**config.mk**
```make
export PLATFORM = sky130hd
export DESIGN_NAME = fan_speed_pwm_control
export DESIGN_NICKNAME = d
export VERILOG_FILES = /design/src/include/fan_pkg.sv /design/src/fan_speed_pwm_control.sv /design/src/fan_tach_monitor.sv
export VERILOG_INCLUDE_DIRS = /design/src /design/src/include
export SDC_FILE = /design/constraint.sdc
export NUM_CORES = 1
export LEC_CHECK = 0
export BUFFER_PORTS_ARGS = -buffer_cell sky130_fd_sc_hd__buf_4
export CELL_PAD_IN_SITES_DETAIL_PLACEMENT = 0
export CELL_PAD_IN_SITES_GLOBAL_PLACEMENT = 1
export CORE_UTILIZATION = 43
export DETAILED_ROUTE_END_ITERATION = 10
export GPL_ROUTABILITY_DRIVEN = 0
export GPL_TIMING_DRIVEN = 0
export PLACE_DENSITY = 0.79
export SYNTH_ARGS = -nofsm -noshare
export SYNTH_HDL_FRONTEND = slang
export SYNTH_SLANG_ARGS = --single-unit
```
**constraint.sdc**
```tcl
create_clock -name i_clk -period 26.6 [get_ports i_clk]
set_input_delay 2.66 -clock i_clk [delete_from_list [all_inputs] [get_ports i_clk]]
set_output_delay 2.66 -clock i_clk [all_outputs]
set_load 0.1 [all_outputs]
```
**src/include/fan_consts.svh**
```systemverilog
// Register offsets, field positions, reset values and timing counts of the fan controller.
`ifndef FAN_CONSTS_SVH
`define FAN_CONSTS_SVH

`define FAN_CLK_HZ            25000000
`define FAN_NUM_FANS          9
`define FAN_PWM_FREQ_HZ       2500
`define FAN_PWM_STEPS         100
`define FAN_PWM_PRESCALE      (`FAN_CLK_HZ / (`FAN_PWM_FREQ_HZ * `FAN_PWM_STEPS))
`define FAN_TACH_WINDOW_MS    600
`define FAN_TACH_WINDOW_CYC   ((`FAN_CLK_HZ / 1000) * `FAN_TACH_WINDOW_MS)
`define FAN_TACH_FAIL_PPM     2000
`define FAN_TACH_MIN_PULSES   ((`FAN_TACH_FAIL_PPM * `FAN_TACH_WINDOW_MS) / 60000)

`define FAN_REG_CONFIG        8'hf0
`define FAN_REG_SPEED_CMD     8'hf1
`define FAN_REG_OFF_TEMP      8'hf2
`define FAN_REG_ALARM_TEMP    8'hf3
`define FAN_REG_IDLE_DUTY     8'hf4
`define FAN_REG_FAN_EN_LO     8'hf5
`define FAN_REG_FAN_EN_HI     8'hf6
`define FAN_REG_FAIL_LO       8'hf7
`define FAN_REG_STATUS        8'hf8
`define FAN_REG_SETPOINT      8'hf9
`define FAN_REG_REMOTE_TEMP   8'hfa
`define FAN_REG_BOARD_TEMP    8'hfb

`define FAN_CFG_MODE_BIT      0
`define FAN_CFG_SENSOR_BIT    1
`define FAN_CFG_SLOPE_BIT     2
`define FAN_CFG_OFF_EN_BIT    3

`define FAN_RST_SETPOINT      8'h28
`define FAN_RST_IDLE_DUTY     7'h37
`define FAN_RST_OFF_TEMP      8'h00
`define FAN_RST_ALARM_TEMP    8'h3c
`define FAN_RST_FAN_EN        9'h1ff
`define FAN_DUTY_FULL         7'h64
`define FAN_SLOPE_NARROW      8'h05
`define FAN_SLOPE_WIDE        8'h0a

`endif

```
**src/include/fan_pkg.sv**
```systemverilog
// Types shared by the fan speed controller, its host model and its checks.
package fan_pkg;

	typedef enum logic {
		MODE_TEMP,
		MODE_CMD
	} ctrl_mode_e;

	typedef struct packed {
		logic       en;
		logic [7:0] addr;
		logic [7:0] data;
	} reg_wr_s;

	typedef struct packed {
		logic       en;
		logic [7:0] addr;
	} reg_rd_s;

endpackage

```
**src/fan_speed_pwm_control.sv**
```systemverilog
// Fan speed PWM generator with temperature ramp, command mode and fan alarm logic.
// Contract
// - Host selects temperature or command speed control.
// - Temperature mode: one duty proportional to temperature.
// - Register 0xf9 holds full-speed temperature.
// - Speed command write switches to command mode.
// - Command mode duty follows latest command.
// - Host selects 5 or 10 degree slope.
// - Temperature mode, below enabled off temperature: duty is zero.
// - Above alarm temperature in temperature mode: alarm and full speed.
// - Configuration selects remote or board sensor.
// - Unconfigured: temperature mode, remote sensor.
// - Defaults: setpoint 40, slope 5 degrees.
// - Default idle duty 55 percent below ramp.
// - Nine fans monitored, fail below 2000 ppm.
// - Alarm outputs on fan fail or sensor open.
// - PWM output defaults to 2.5 kHz.
// - Fan count configurable from one to nine.
// - Per-fan pass/fail readable by host.
// - Sensor status and temperatures readable by host.
// - Disabled fan never raises an alarm.
// - Simultaneous writes: primary port wins.
// - Any alarm forces full speed on every enabled fan.
`timescale 1ns/1ns
`include "fan_consts.svh"

module fan_speed_pwm_control #(
	parameter int unsigned TACH_WINDOW_CYC = `FAN_TACH_WINDOW_CYC
) (
	// Clock and reset
	input  wire logic                       i_clk,
	input  wire logic                       i_rst,
	// Primary register port
	input  wire fan_pkg::reg_wr_s           i_pri_wr,
	input  wire fan_pkg::reg_rd_s           i_pri_rd,
	output logic [7:0]                      o_pri_rd_data,
	// Secondary register port
	input  wire fan_pkg::reg_wr_s           i_sec_wr,
	input  wire fan_pkg::reg_rd_s           i_sec_rd,
	output logic [7:0]                      o_sec_rd_data,
	// Sensors
	input  wire logic [7:0]                 i_remote_temp,
	input  wire logic [7:0]                 i_board_temp,
	input  wire logic                       i_sensor_open,
	// Fans
	input  wire logic [`FAN_NUM_FANS-1:0]   i_tach,
	output logic [`FAN_NUM_FANS-1:0]        o_fan_pwm,
	// Alarm indicators and relays
	output logic                            o_led_alarm,
	output logic                            o_led_normal,
	output logic                            o_relay_nc_closed,
	output logic                            o_relay_no_closed
);

	typedef struct packed {
		fan_pkg::ctrl_mode_e          mode;
		logic                         board_sensor;
		logic                         slope_wide;
		logic                         off_en;
		logic [7:0]                   setpoint;
		logic [7:0]                   off_temp;
		logic [7:0]                   alarm_temp;
		logic [6:0]                   idle_duty;
		logic [6:0]                   cmd_duty;
		logic [`FAN_NUM_FANS-1:0]     fan_en;
		logic [6:0]                   prescale;
		logic [6:0]                   step;
		logic [6:0]                   duty_active;
		logic [23:0]                  window_cnt;
		logic                         window_end;
		logic [`FAN_NUM_FANS-1:0]     fan_pwm;
		logic                         alarm;
		logic [7:0]                   pri_rd_data;
		logic [7:0]                   sec_rd_data;
	} ctrl_state_s;

	localparam logic [6:0]  PrescaleLast = 7'(`FAN_PWM_PRESCALE - 1);
	localparam logic [6:0]  StepLast     = 7'(`FAN_PWM_STEPS - 1);
	localparam logic [23:0] WindowLast   = 24'(TACH_WINDOW_CYC - 1);

	ctrl_state_s              s_q;
	ctrl_state_s              s_d;
	logic [`FAN_NUM_FANS-1:0] fan_fail;
	logic [`FAN_NUM_FANS-1:0] fan_fail_seen;
	logic [7:0]               temp;
	logic                     temp_alarm;
	logic                     any_alarm;
	logic [6:0]               duty_target;

	genvar g;
	generate
		for (g = 0; g < `FAN_NUM_FANS; g++) begin : g_tach
			fan_tach_monitor u_tach (
				.i_clk        (i_clk),
				.i_rst        (i_rst),
				.i_tach       (i_tach[g]),
				.i_window_end (s_q.window_end),
				.o_fail       (fan_fail[g])
			);
		end
	endgenerate

	// Readback is registered so that both ports see a stable byte one cycle after the request.
	function automatic logic [7:0] read_reg(input logic [7:0] addr);
		logic [7:0] val;
		val = 8'h00;
		unique case (addr)
			`FAN_REG_CONFIG: begin
				val[`FAN_CFG_MODE_BIT]   = (s_q.mode == fan_pkg::MODE_CMD);
				val[`FAN_CFG_SENSOR_BIT] = s_q.board_sensor;
				val[`FAN_CFG_SLOPE_BIT]  = s_q.slope_wide;
				val[`FAN_CFG_OFF_EN_BIT] = s_q.off_en;
			end
			`FAN_REG_SPEED_CMD:   val = {1'b0, s_q.cmd_duty};
			`FAN_REG_OFF_TEMP:    val = s_q.off_temp;
			`FAN_REG_ALARM_TEMP:  val = s_q.alarm_temp;
			`FAN_REG_IDLE_DUTY:   val = {1'b0, s_q.idle_duty};
			`FAN_REG_FAN_EN_LO:   val = s_q.fan_en[7:0];
			`FAN_REG_FAN_EN_HI:   val = {7'h00, s_q.fan_en[8]};
			`FAN_REG_FAIL_LO:     val = fan_fail_seen[7:0];
			`FAN_REG_STATUS:      val = {4'h0, temp_alarm, s_q.alarm, i_sensor_open,
				fan_fail_seen[8]};
			`FAN_REG_SETPOINT:    val = s_q.setpoint;
			`FAN_REG_REMOTE_TEMP: val = i_remote_temp;
			`FAN_REG_BOARD_TEMP:  val = i_board_temp;
			default:              val = 8'h00;
		endcase
		return val;
	endfunction

	always_comb begin
		logic [9:0]          ramp_base;
		logic [9:0]          above;
		logic [13:0]         rise;
		logic [6:0]          span;
		logic [7:0]          slope;
		fan_pkg::reg_wr_s    wr;
		ramp_base   = 10'h000;
		above       = 10'h000;
		rise        = 14'h0000;
		span        = 7'h00;
		slope       = 8'h00;
		wr          = '0;
		duty_target = 7'h00;

		fan_fail_seen = fan_fail & s_q.fan_en;
		temp = s_q.board_sensor ? i_board_temp : i_remote_temp;
		temp_alarm = (s_q.mode == fan_pkg::MODE_TEMP) && (temp > s_q.alarm_temp);
		any_alarm = temp_alarm || (|fan_fail_seen) || i_sensor_open;

		slope = s_q.slope_wide ? `FAN_SLOPE_WIDE : `FAN_SLOPE_NARROW;
		ramp_base = {2'b00, s_q.setpoint} - {2'b00, slope};
		above = {2'b00, temp} - ramp_base;
		span = `FAN_DUTY_FULL - s_q.idle_duty;
		if (any_alarm) begin
			duty_target = `FAN_DUTY_FULL;
		end else if (s_q.mode == fan_pkg::MODE_CMD) begin
			duty_target = s_q.cmd_duty;
		end else if (s_q.off_en && temp < s_q.off_temp) begin
			duty_target = 7'h00;
		end else if (temp >= s_q.setpoint) begin
			duty_target = `FAN_DUTY_FULL;
		end else if (ramp_base[9] || {2'b00, temp} < ramp_base) begin
			duty_target = s_q.idle_duty;
		end else begin
			rise = 14'(span * above[6:0]);
			rise = s_q.slope_wide ? 14'(rise / 14'd10) : 14'(rise / 14'd5);
			duty_target = s_q.idle_duty + rise[6:0];
		end

		s_d = s_q;
		s_d.alarm = any_alarm;

		// A secondary write in the same cycle as a primary one is dropped.
		wr = i_pri_wr.en ? i_pri_wr : i_sec_wr;
		if (wr.en) begin
			unique case (wr.addr)
				`FAN_REG_CONFIG: begin
					s_d.mode = wr.data[`FAN_CFG_MODE_BIT] ? fan_pkg::MODE_CMD
						: fan_pkg::MODE_TEMP;
					s_d.board_sensor = wr.data[`FAN_CFG_SENSOR_BIT];
					s_d.slope_wide   = wr.data[`FAN_CFG_SLOPE_BIT];
					s_d.off_en       = wr.data[`FAN_CFG_OFF_EN_BIT];
				end
				`FAN_REG_SPEED_CMD: begin
					s_d.cmd_duty = (wr.data > 8'(`FAN_DUTY_FULL)) ? `FAN_DUTY_FULL
						: wr.data[6:0];
					s_d.mode = fan_pkg::MODE_CMD;
				end
				`FAN_REG_OFF_TEMP:   s_d.off_temp = wr.data;
				`FAN_REG_ALARM_TEMP: s_d.alarm_temp = wr.data;
				`FAN_REG_IDLE_DUTY: begin
					s_d.idle_duty = (wr.data > 8'(`FAN_DUTY_FULL)) ? `FAN_DUTY_FULL
						: wr.data[6:0];
				end
				`FAN_REG_FAN_EN_LO:  s_d.fan_en[7:0] = wr.data;
				`FAN_REG_FAN_EN_HI:  s_d.fan_en[8] = wr.data[0];
				`FAN_REG_SETPOINT:   s_d.setpoint = wr.data;
				default: begin
				end
			endcase
		end

		s_d.pri_rd_data = i_pri_rd.en ? read_reg(i_pri_rd.addr) : s_q.pri_rd_data;
		s_d.sec_rd_data = i_sec_rd.en ? read_reg(i_sec_rd.addr) : s_q.sec_rd_data;

		// The duty is taken at the start of a period, except that an alarm applies full duty at once.
		s_d.prescale = (s_q.prescale == PrescaleLast) ? 7'h00 : s_q.prescale + 7'h01;
		if (s_q.prescale == PrescaleLast) begin
			s_d.step = (s_q.step == StepLast) ? 7'h00 : s_q.step + 7'h01;
			if (s_q.step == StepLast) begin
				s_d.duty_active = duty_target;
			end
		end
		if (any_alarm) begin
			s_d.duty_active = `FAN_DUTY_FULL;
		end
		s_d.fan_pwm = {`FAN_NUM_FANS{s_q.step < s_q.duty_active}} & s_q.fan_en;

		s_d.window_end = (s_q.window_cnt == WindowLast);
		s_d.window_cnt = s_d.window_end ? 24'h000000 : s_q.window_cnt + 24'h000001;
	end

	always_ff @(posedge i_clk) begin
		if (i_rst) begin
			s_q             <= '0;
			s_q.mode        <= fan_pkg::MODE_TEMP;
			s_q.setpoint    <= `FAN_RST_SETPOINT;
			s_q.off_temp    <= `FAN_RST_OFF_TEMP;
			s_q.alarm_temp  <= `FAN_RST_ALARM_TEMP;
			s_q.idle_duty   <= `FAN_RST_IDLE_DUTY;
			s_q.fan_en      <= `FAN_RST_FAN_EN;
		end else begin
			s_q <= s_d;
		end
	end

	assign o_pri_rd_data     = s_q.pri_rd_data;
	assign o_sec_rd_data     = s_q.sec_rd_data;
	assign o_fan_pwm         = s_q.fan_pwm;
	assign o_led_alarm       = s_q.alarm;
	assign o_led_normal      = !s_q.alarm;
	assign o_relay_nc_closed = !s_q.alarm;
	assign o_relay_no_closed = s_q.alarm;

endmodule // fan_speed_pwm_control

```
**src/fan_tach_monitor.sv**
```systemverilog
// Counts tach pulses of one fan over a window and flags a slow fan.
`timescale 1ns/1ns
`include "fan_consts.svh"

module fan_tach_monitor (
	// Clock and reset
	input  wire logic i_clk,
	input  wire logic i_rst,
	// Tach and window
	input  wire logic i_tach,
	input  wire logic i_window_end,
	// Result
	output logic      o_fail
);

	typedef struct packed {
		logic       tach_prev;
		logic [7:0] count;
		logic       fail;
	} tach_state_s;

	localparam logic [7:0] MinPulses = 8'(`FAN_TACH_MIN_PULSES);

	tach_state_s s_q;
	tach_state_s s_d;

	always_comb begin
		s_d = s_q;
		s_d.tach_prev = i_tach;
		if (i_tach && !s_q.tach_prev && s_q.count != 8'hff) begin
			s_d.count = s_q.count + 8'h01;
		end
		if (i_window_end) begin
			s_d.fail  = s_q.count < MinPulses;
			s_d.count = 8'h00;
		end
	end

	always_ff @(posedge i_clk) begin
		if (i_rst) begin
			s_q <= '0;
		end else begin
			s_q <= s_d;
		end
	end

	assign o_fail = s_q.fail;

endmodule // fan_tach_monitor

```
Yosys cells after proc, flatten, opt, wreduce, memory -nomap -nowiden

Index checks and enable logic that the tools add are counted.
Widths: inputs -> output; s select.

Register bits: 213
Input bits: 80
Word-level logic and storage cells: 201

Add/sub/neg operators: 16
Multipliers: 1
Div/mod/pow operators: 2
Order comparisons: 15
Eq/ne operators: 44
Mux-type cells: 20
Bitwise logic cells: 3
Reduce and logical (&&, ||, !) cells: 52

Operators by type and width:

| operator              | count |
|---|---|
| $eq 8x8->1 const B    | 32 |
| $pmux 4 s12           | 2 |
| $mux 7                | 11 |
| $add 8x1->8 const B   | 9 |
| $lt 8x5->1 const B    | 9 |
| $ne 8x8->1 const B    | 9 |
| $pmux 4 s9            | 2 |
| $add 24x1->24 const B | 1 |
| $eq 24x24->1 const B  | 1 |
| $reduce_and 2->1      | 11 |
| $logic_and 1x1->1     | 20 |
| $and 9x9->9           | 2 |
| $mux 17               | 1 |
| $add 7x1->7 const B   | 2 |
| $div 14x3->14 const B | 1 |
| $div 14x4->14 const B | 1 |
| $eq 7x7->1 const B    | 2 |
| $mul 7x7->14          | 1 |
| $logic_not 1->1       | 10 |
| $lt 8x10->1           | 1 |
| $reduce_or 9->1       | 1 |
| $sub 8x4->9           | 1 |
| $ge 8x8->1            | 1 |
| $gt 8x7->1 const B    | 1 |
| other kinds (14)      | 21 |

Logic depth before layout (Yosys ltp)

Depth after elaboration: 15
Gate-level depth with buffers: 143

By module

From an unflattened synthesis, not the netlist that was laid out.

Cells, all modules: 2259
Area, all modules: 18086.1 sq um

Modules (own cells, without submodules):

| module                | instances | cells an instance | area an instance (sq um) |
|---|---|---|---|
| fan_speed_pwm_control | 1         | 1728              | 13367.8 |
| fan_tach_monitor      | 9         | 59                | 524.3 |

Worst setup path after synthesis

Ideal clock, no wire load.

Kind: input -> register
Start point: input i_board_temp[0]
End point: register s_q[57] in the netlist's numbering
Setup time: 162 ps
Arrival time: 28639 ps
Required time: 26438 ps
Path slack: -2200 ps
Stages: 134
Path buffers: 3
Cells stage by stage: mux2i_1 > ha_1 > inv_1 > fa_1 > a21o_1 > a21oi_1 > o21bai_1 > a21oi_1 > xnor2_1 > nand2_1 > fa_1 > fa_1 > inv_1 > fa_1 > inv_1 > fa_1 > inv_1 > ha_1 > (+98 left out) > a21o_1 > a21o_1 > a211oi_1 > o2111ai_1 > ha_1 > inv_1 > fa_1 > nor2b_1 > o21ai_0 > nand2b_1 > a21o_1 > a21oi_1 > xor2_1 > or3_1 > nand3_1 > a22o_1 > mux2i_1 > a21oi_1

Cells in the longest elaborated chain, start to end: 14
Elaborated cells between the ends (all ways): 27

Ends and longest elaborated chain:

| element                                               | line                         | text |
|---|---|---|
| start, declared                                       | fan_speed_pwm_control.sv:43  | `input wire logic [7:0] i_board_temp,` |
| $mux 8 (*)                                            | fan_speed_pwm_control.sv:147 | `temp = s_q.board_sensor ? i_board_temp : i_remote_temp;` |
| $sub 7x7->7                                           | fan_speed_pwm_control.sv:153 | `above = {2'b00, temp} - ramp_base;` |
| $mul 7x7->14                                          | fan_speed_pwm_control.sv:166 | `rise = 14'(span * above[6:0]);` |
| $div 14x3->14 / $div 14x4->14 (equally long branches) | fan_speed_pwm_control.sv:167 | `rise = s_q.slope_wide ? 14'(rise / 14'd10) : 14'(rise / 14'd5);` |
| $mux 7                                                | fan_speed_pwm_control.sv:167 |  |
| $add 7x7->7                                           | fan_speed_pwm_control.sv:168 | `duty_target = s_q.idle_duty + rise[6:0];` |
| $mux 7                                                | fan_speed_pwm_control.sv:163 | `end else if (ramp_base[9] \|\| {2'b00, temp} < ramp_base) begin` |
| $mux 7                                                | fan_speed_pwm_control.sv:161 | `end else if (temp >= s_q.setpoint) begin` |
| $mux 7                                                | fan_speed_pwm_control.sv:159 | `end else if (s_q.off_en && temp < s_q.off_temp) begin` |
| $mux 7                                                | fan_speed_pwm_control.sv:157 | `end else if (s_q.mode == fan_pkg::MODE_CMD) begin` |
| $mux 7                                                | fan_speed_pwm_control.sv:155 | `if (any_alarm) begin` |
| $mux 7                                                | fan_speed_pwm_control.sv:211 | `if (s_q.step == StepLast) begin` |
| $mux 7                                                | fan_speed_pwm_control.sv:209 | `if (s_q.prescale == PrescaleLast) begin` |
| $mux 7                                                | fan_speed_pwm_control.sv:215 | `if (any_alarm) begin` |
| end, declared                                         | fan_speed_pwm_control.sv:81  | `ctrl_state_s s_q;` |

Every way passes the cells marked *; elsewhere a longest branch is shown, timed or not. The select of a mux whose other input is x is not followed.
A chain may end at the register's enable or synchronous reset.

Worst setup path in the final report

Start point: input i_board_temp[1]
End point: register s_q[57] in the netlist's numbering

The elaborated chain is that of the path after synthesis.

==> impl_metrics.toml <==
[min_path]
min_path_type = "flop to flop"

[timing]
rsz0062_at_grt = "true"
hold_viol = 0
fmaxAchievable_ghz = 0.0369
fin_ws_ns = -0.499
slew_headroom_pct = 12.6
fin_crit_ns = 27.10
worst_pin_slew_ns = 1.27
fin_worst_skew_ns = 0.0134
drv_slew = 0
fin_crit_sh_pct = 102
finalSetupViolations = 3

[run_status]
status = "finished with violations"
violations = "negative setup slack"

[drt]
drtIter0Drc = 1336
ant_nets = 0
drt-pass1-iter-count = 8
via_count = 16000
wire_per_inst_um = 17.5
routed_wl_um = 50000
vias_per_cell = 5.61
drc = 0

[worst_setup_path]
max_stage_delay_ns = 0.53
cp.required_ns = 26.99
arrival_ns = 27.49
cp-end-kind = "flop"
startpoint_type = "input pin"
critPathMostFrequentCell = "buf_4"
worst-setup-path-type = "input pin to flop"
cp_max_fo = 7
critPathSlowestCell = "or4b_4"

[yosys]
syn_area_mm2 = 0.0166
avgSynthCellArea_um2 = 8.15
synth_top_flop_cell = "dfxtp_1"
synth_area_leaders = "dfxtp_1 (26%), ha_1 (11%), nor2_1 (6.4%)"
yosysTopAreaCell = "dfxtp_1"
synth_nets = 2284
yosysWarnings = 0
synth-edff-count = 0
async_flop_share_pct = 0
yosysTopAreaCellShare_pct = 25.7
ys_seq_area_share_pct = 25.7
synth_cell_types = 103
synth_cells = 2035
synth-seq-cells = 213

[clock_tree]
cts_tree = "built"
clockBufferDepth = 3
ctsHoldBuffers = 0
cts.clk_slew.worst_paths_ns = 0.06
worst_skew_pair.late_latency_ns = 0.54
clkSinkCount = 213
htreeDepth = 1
root_buffer = "clkbuf_16"
cts_buffers = 23

[global_route]
grt_util_all_layers_pct = 25.1
grt_first_pass_wirelength_um = 79500
grt_pass1_vias = 15400
overflow = 0
antenna_found_initial = 0
grt_start_max_net_pins = 31

[placed_design]
portBuffers = 104
post-dp-hpwl_um = 36000

[cells_and_area]
nFillCells = 3483
antenna_cells = 0
area_delta_synth_final_pct = 26.2
final_common_cell = "buf_4"
post-route-util_pct = 55.3
drive_gt1_share_pct = 22.4
layout_common_cells = "buf_4 (286), nor2_1 (270), dfxtp_1 (212), nand2_1 (130)"
nNetsFinal = 2572

[die]
die_area_mm2 = 0.0394
design.core.area_mm2 = 0.0378
rows = 71
start_util_pct = 43.8
die_h_um = 198
die_width_um = 198
io_pins = 109

[flow_run]
max_cap_violations = 0
==> registers in the layout, summed over array words and instances, names as in the netlist <==
name	cells
o_fan_pwm	9
o_sec_rd_data	8
o_pri_rd_data	8
s_q	97
o_led_alarm	1
g_tach.u_tach.o_fail	9
g_tach.u_tach.s_q	81
==> final timing paths <==
kind,start,to,slack [ns],cells past startpoint
worst max-delay path,i_board_temp[1],s_q[57],-0.50,134
worst min-delay path,s_q[65],s_q[65],0.45,1
worst max register to register,s_q[120],s_q[57],-0.13,137
worst min register to register,s_q[65],s_q[65],0.45,1
==> critical path, delay by kind of cell <==
kind | cells | cell delay [ns]
AO/OA/AOI/OAI | 52 | 8.50
XOR/XNOR | 2 | 0.42
adder cells (fa/ha/maj) | 19 | 5.88
buffers and inverters | 21 | 2.42
multiplexers | 7 | 2.09
AND/OR/NAND/NOR | 33 | 5.45
==> through the flow <==
| step | hold slack, ns | cell area, um^2 | TNS (ns) | setup slack [ns] | std cells |
|---|---|---|---|---|---|
| after detailed placement | 0.441 | 18300 | -20.45 | -3.57 | 2651 |
| after CTS | 0.451 | 20400 | 0 | 0.000266 | 2810 |
| after floorplan | 0.413 | 16900 | -0.349 | -0.349 | 2035 |
| final | 0.451 | 20900 | -0.722 | -0.499 | 2851 |
| after global placement | 0.424 | 18300 | -21.46 | -3.73 | 2650 |
| after global routing | 0.461 | 20900 | -7.92 | -1.77 | 2851 |
==> synthesized netlist by cell type (9+ instances only) <==
| cell | n |
|---|---|
| a32o_1 | 12 |
| or2_2 | 13 |
| nor2b_1 | 24 |
| a211o_1 | 23 |
| and3_1 | 19 |
| o211ai_1 | 14 |
| mux2_2 | 23 |
| mux2i_1 | 58 |
| a311oi_1 | 14 |
| clkbuf_1 | 52 |
| nand2b_1 | 36 |
| nand2_1 | 136 |
| o21a_1 | 23 |
| nor3b_1 | 10 |
| fa_1 | 27 |
| and2_1 | 25 |
| dfxtp_1 | 213 |
| a211oi_1 | 30 |
| buf_4 | 28 |
| or3_1 | 23 |
| xnor2_1 | 61 |
| xor2_1 | 68 |
| a32oi_1 | 9 |
| nor3_1 | 65 |
| a31oi_1 | 12 |
| nor2_1 | 282 |
| a21o_1 | 22 |
| o21ai_0 | 80 |
| a221oi_1 | 9 |
| o21ai_1 | 9 |
| a21oi_1 | 94 |
| ha_1 | 142 |
| nand4_1 | 34 |
| inv_1 | 128 |
| nand3_1 | 52 |
| a22oi_1 | 13 |
==> metal layers <==
layer	GRT usage, %	vias up	wire, um
li1	-	7821	-
met1	32.0	7551	21900
met2	43.7	519	23800
met3	2.56	113	2680
met4	9.03	0	1680
met5	0	-	0
==> final cells by class <==
| cell class | instances | area, um^2 | area share, % |
|---|---|---|---|
| Buffer | 89 | 447 | 2.13 |
| Multi-Input combinational cell | 1597 | 12200 | 58.4 |
| Tap cell | 511 | 639 | 3.05 |
| Inverter | 132 | 499 | 2.38 |
| Clock inverter | 9 | 141 | 0.675 |
| Sequential cell | 213 | 4270 | 20.4 |
| Clock buffer | 33 | 663 | 3.17 |
| Timing Repair Buffer | 266 | 2040 | 9.74 |
| Timing Repair inverter | 1 | 5.00 | 0.0239 |
==> logic make-up (layout without fill, tap and decap cells) <==
logic type	after synthesis	in the layout	share of synthesized area, %
buf+inv	225	530	5.80
compound gates	449	449	19.4
xor+xnor	130	130	6.91
fa+ha+maj	169	169	14.0
simple gates	757	757	22.1
mux	92	92	6.18
flops	213	213	25.7
==> what timing repair did <==
item,CTS,global route
setup endpoints to repair,7,7
cloned,1,0
buffers inserted,119,42
pin swaps,87,64
resized for setup,61,37
Power is not shown: default switching activity piles up to over one toggle a cycle in this logic, so the estimate is an artifact.
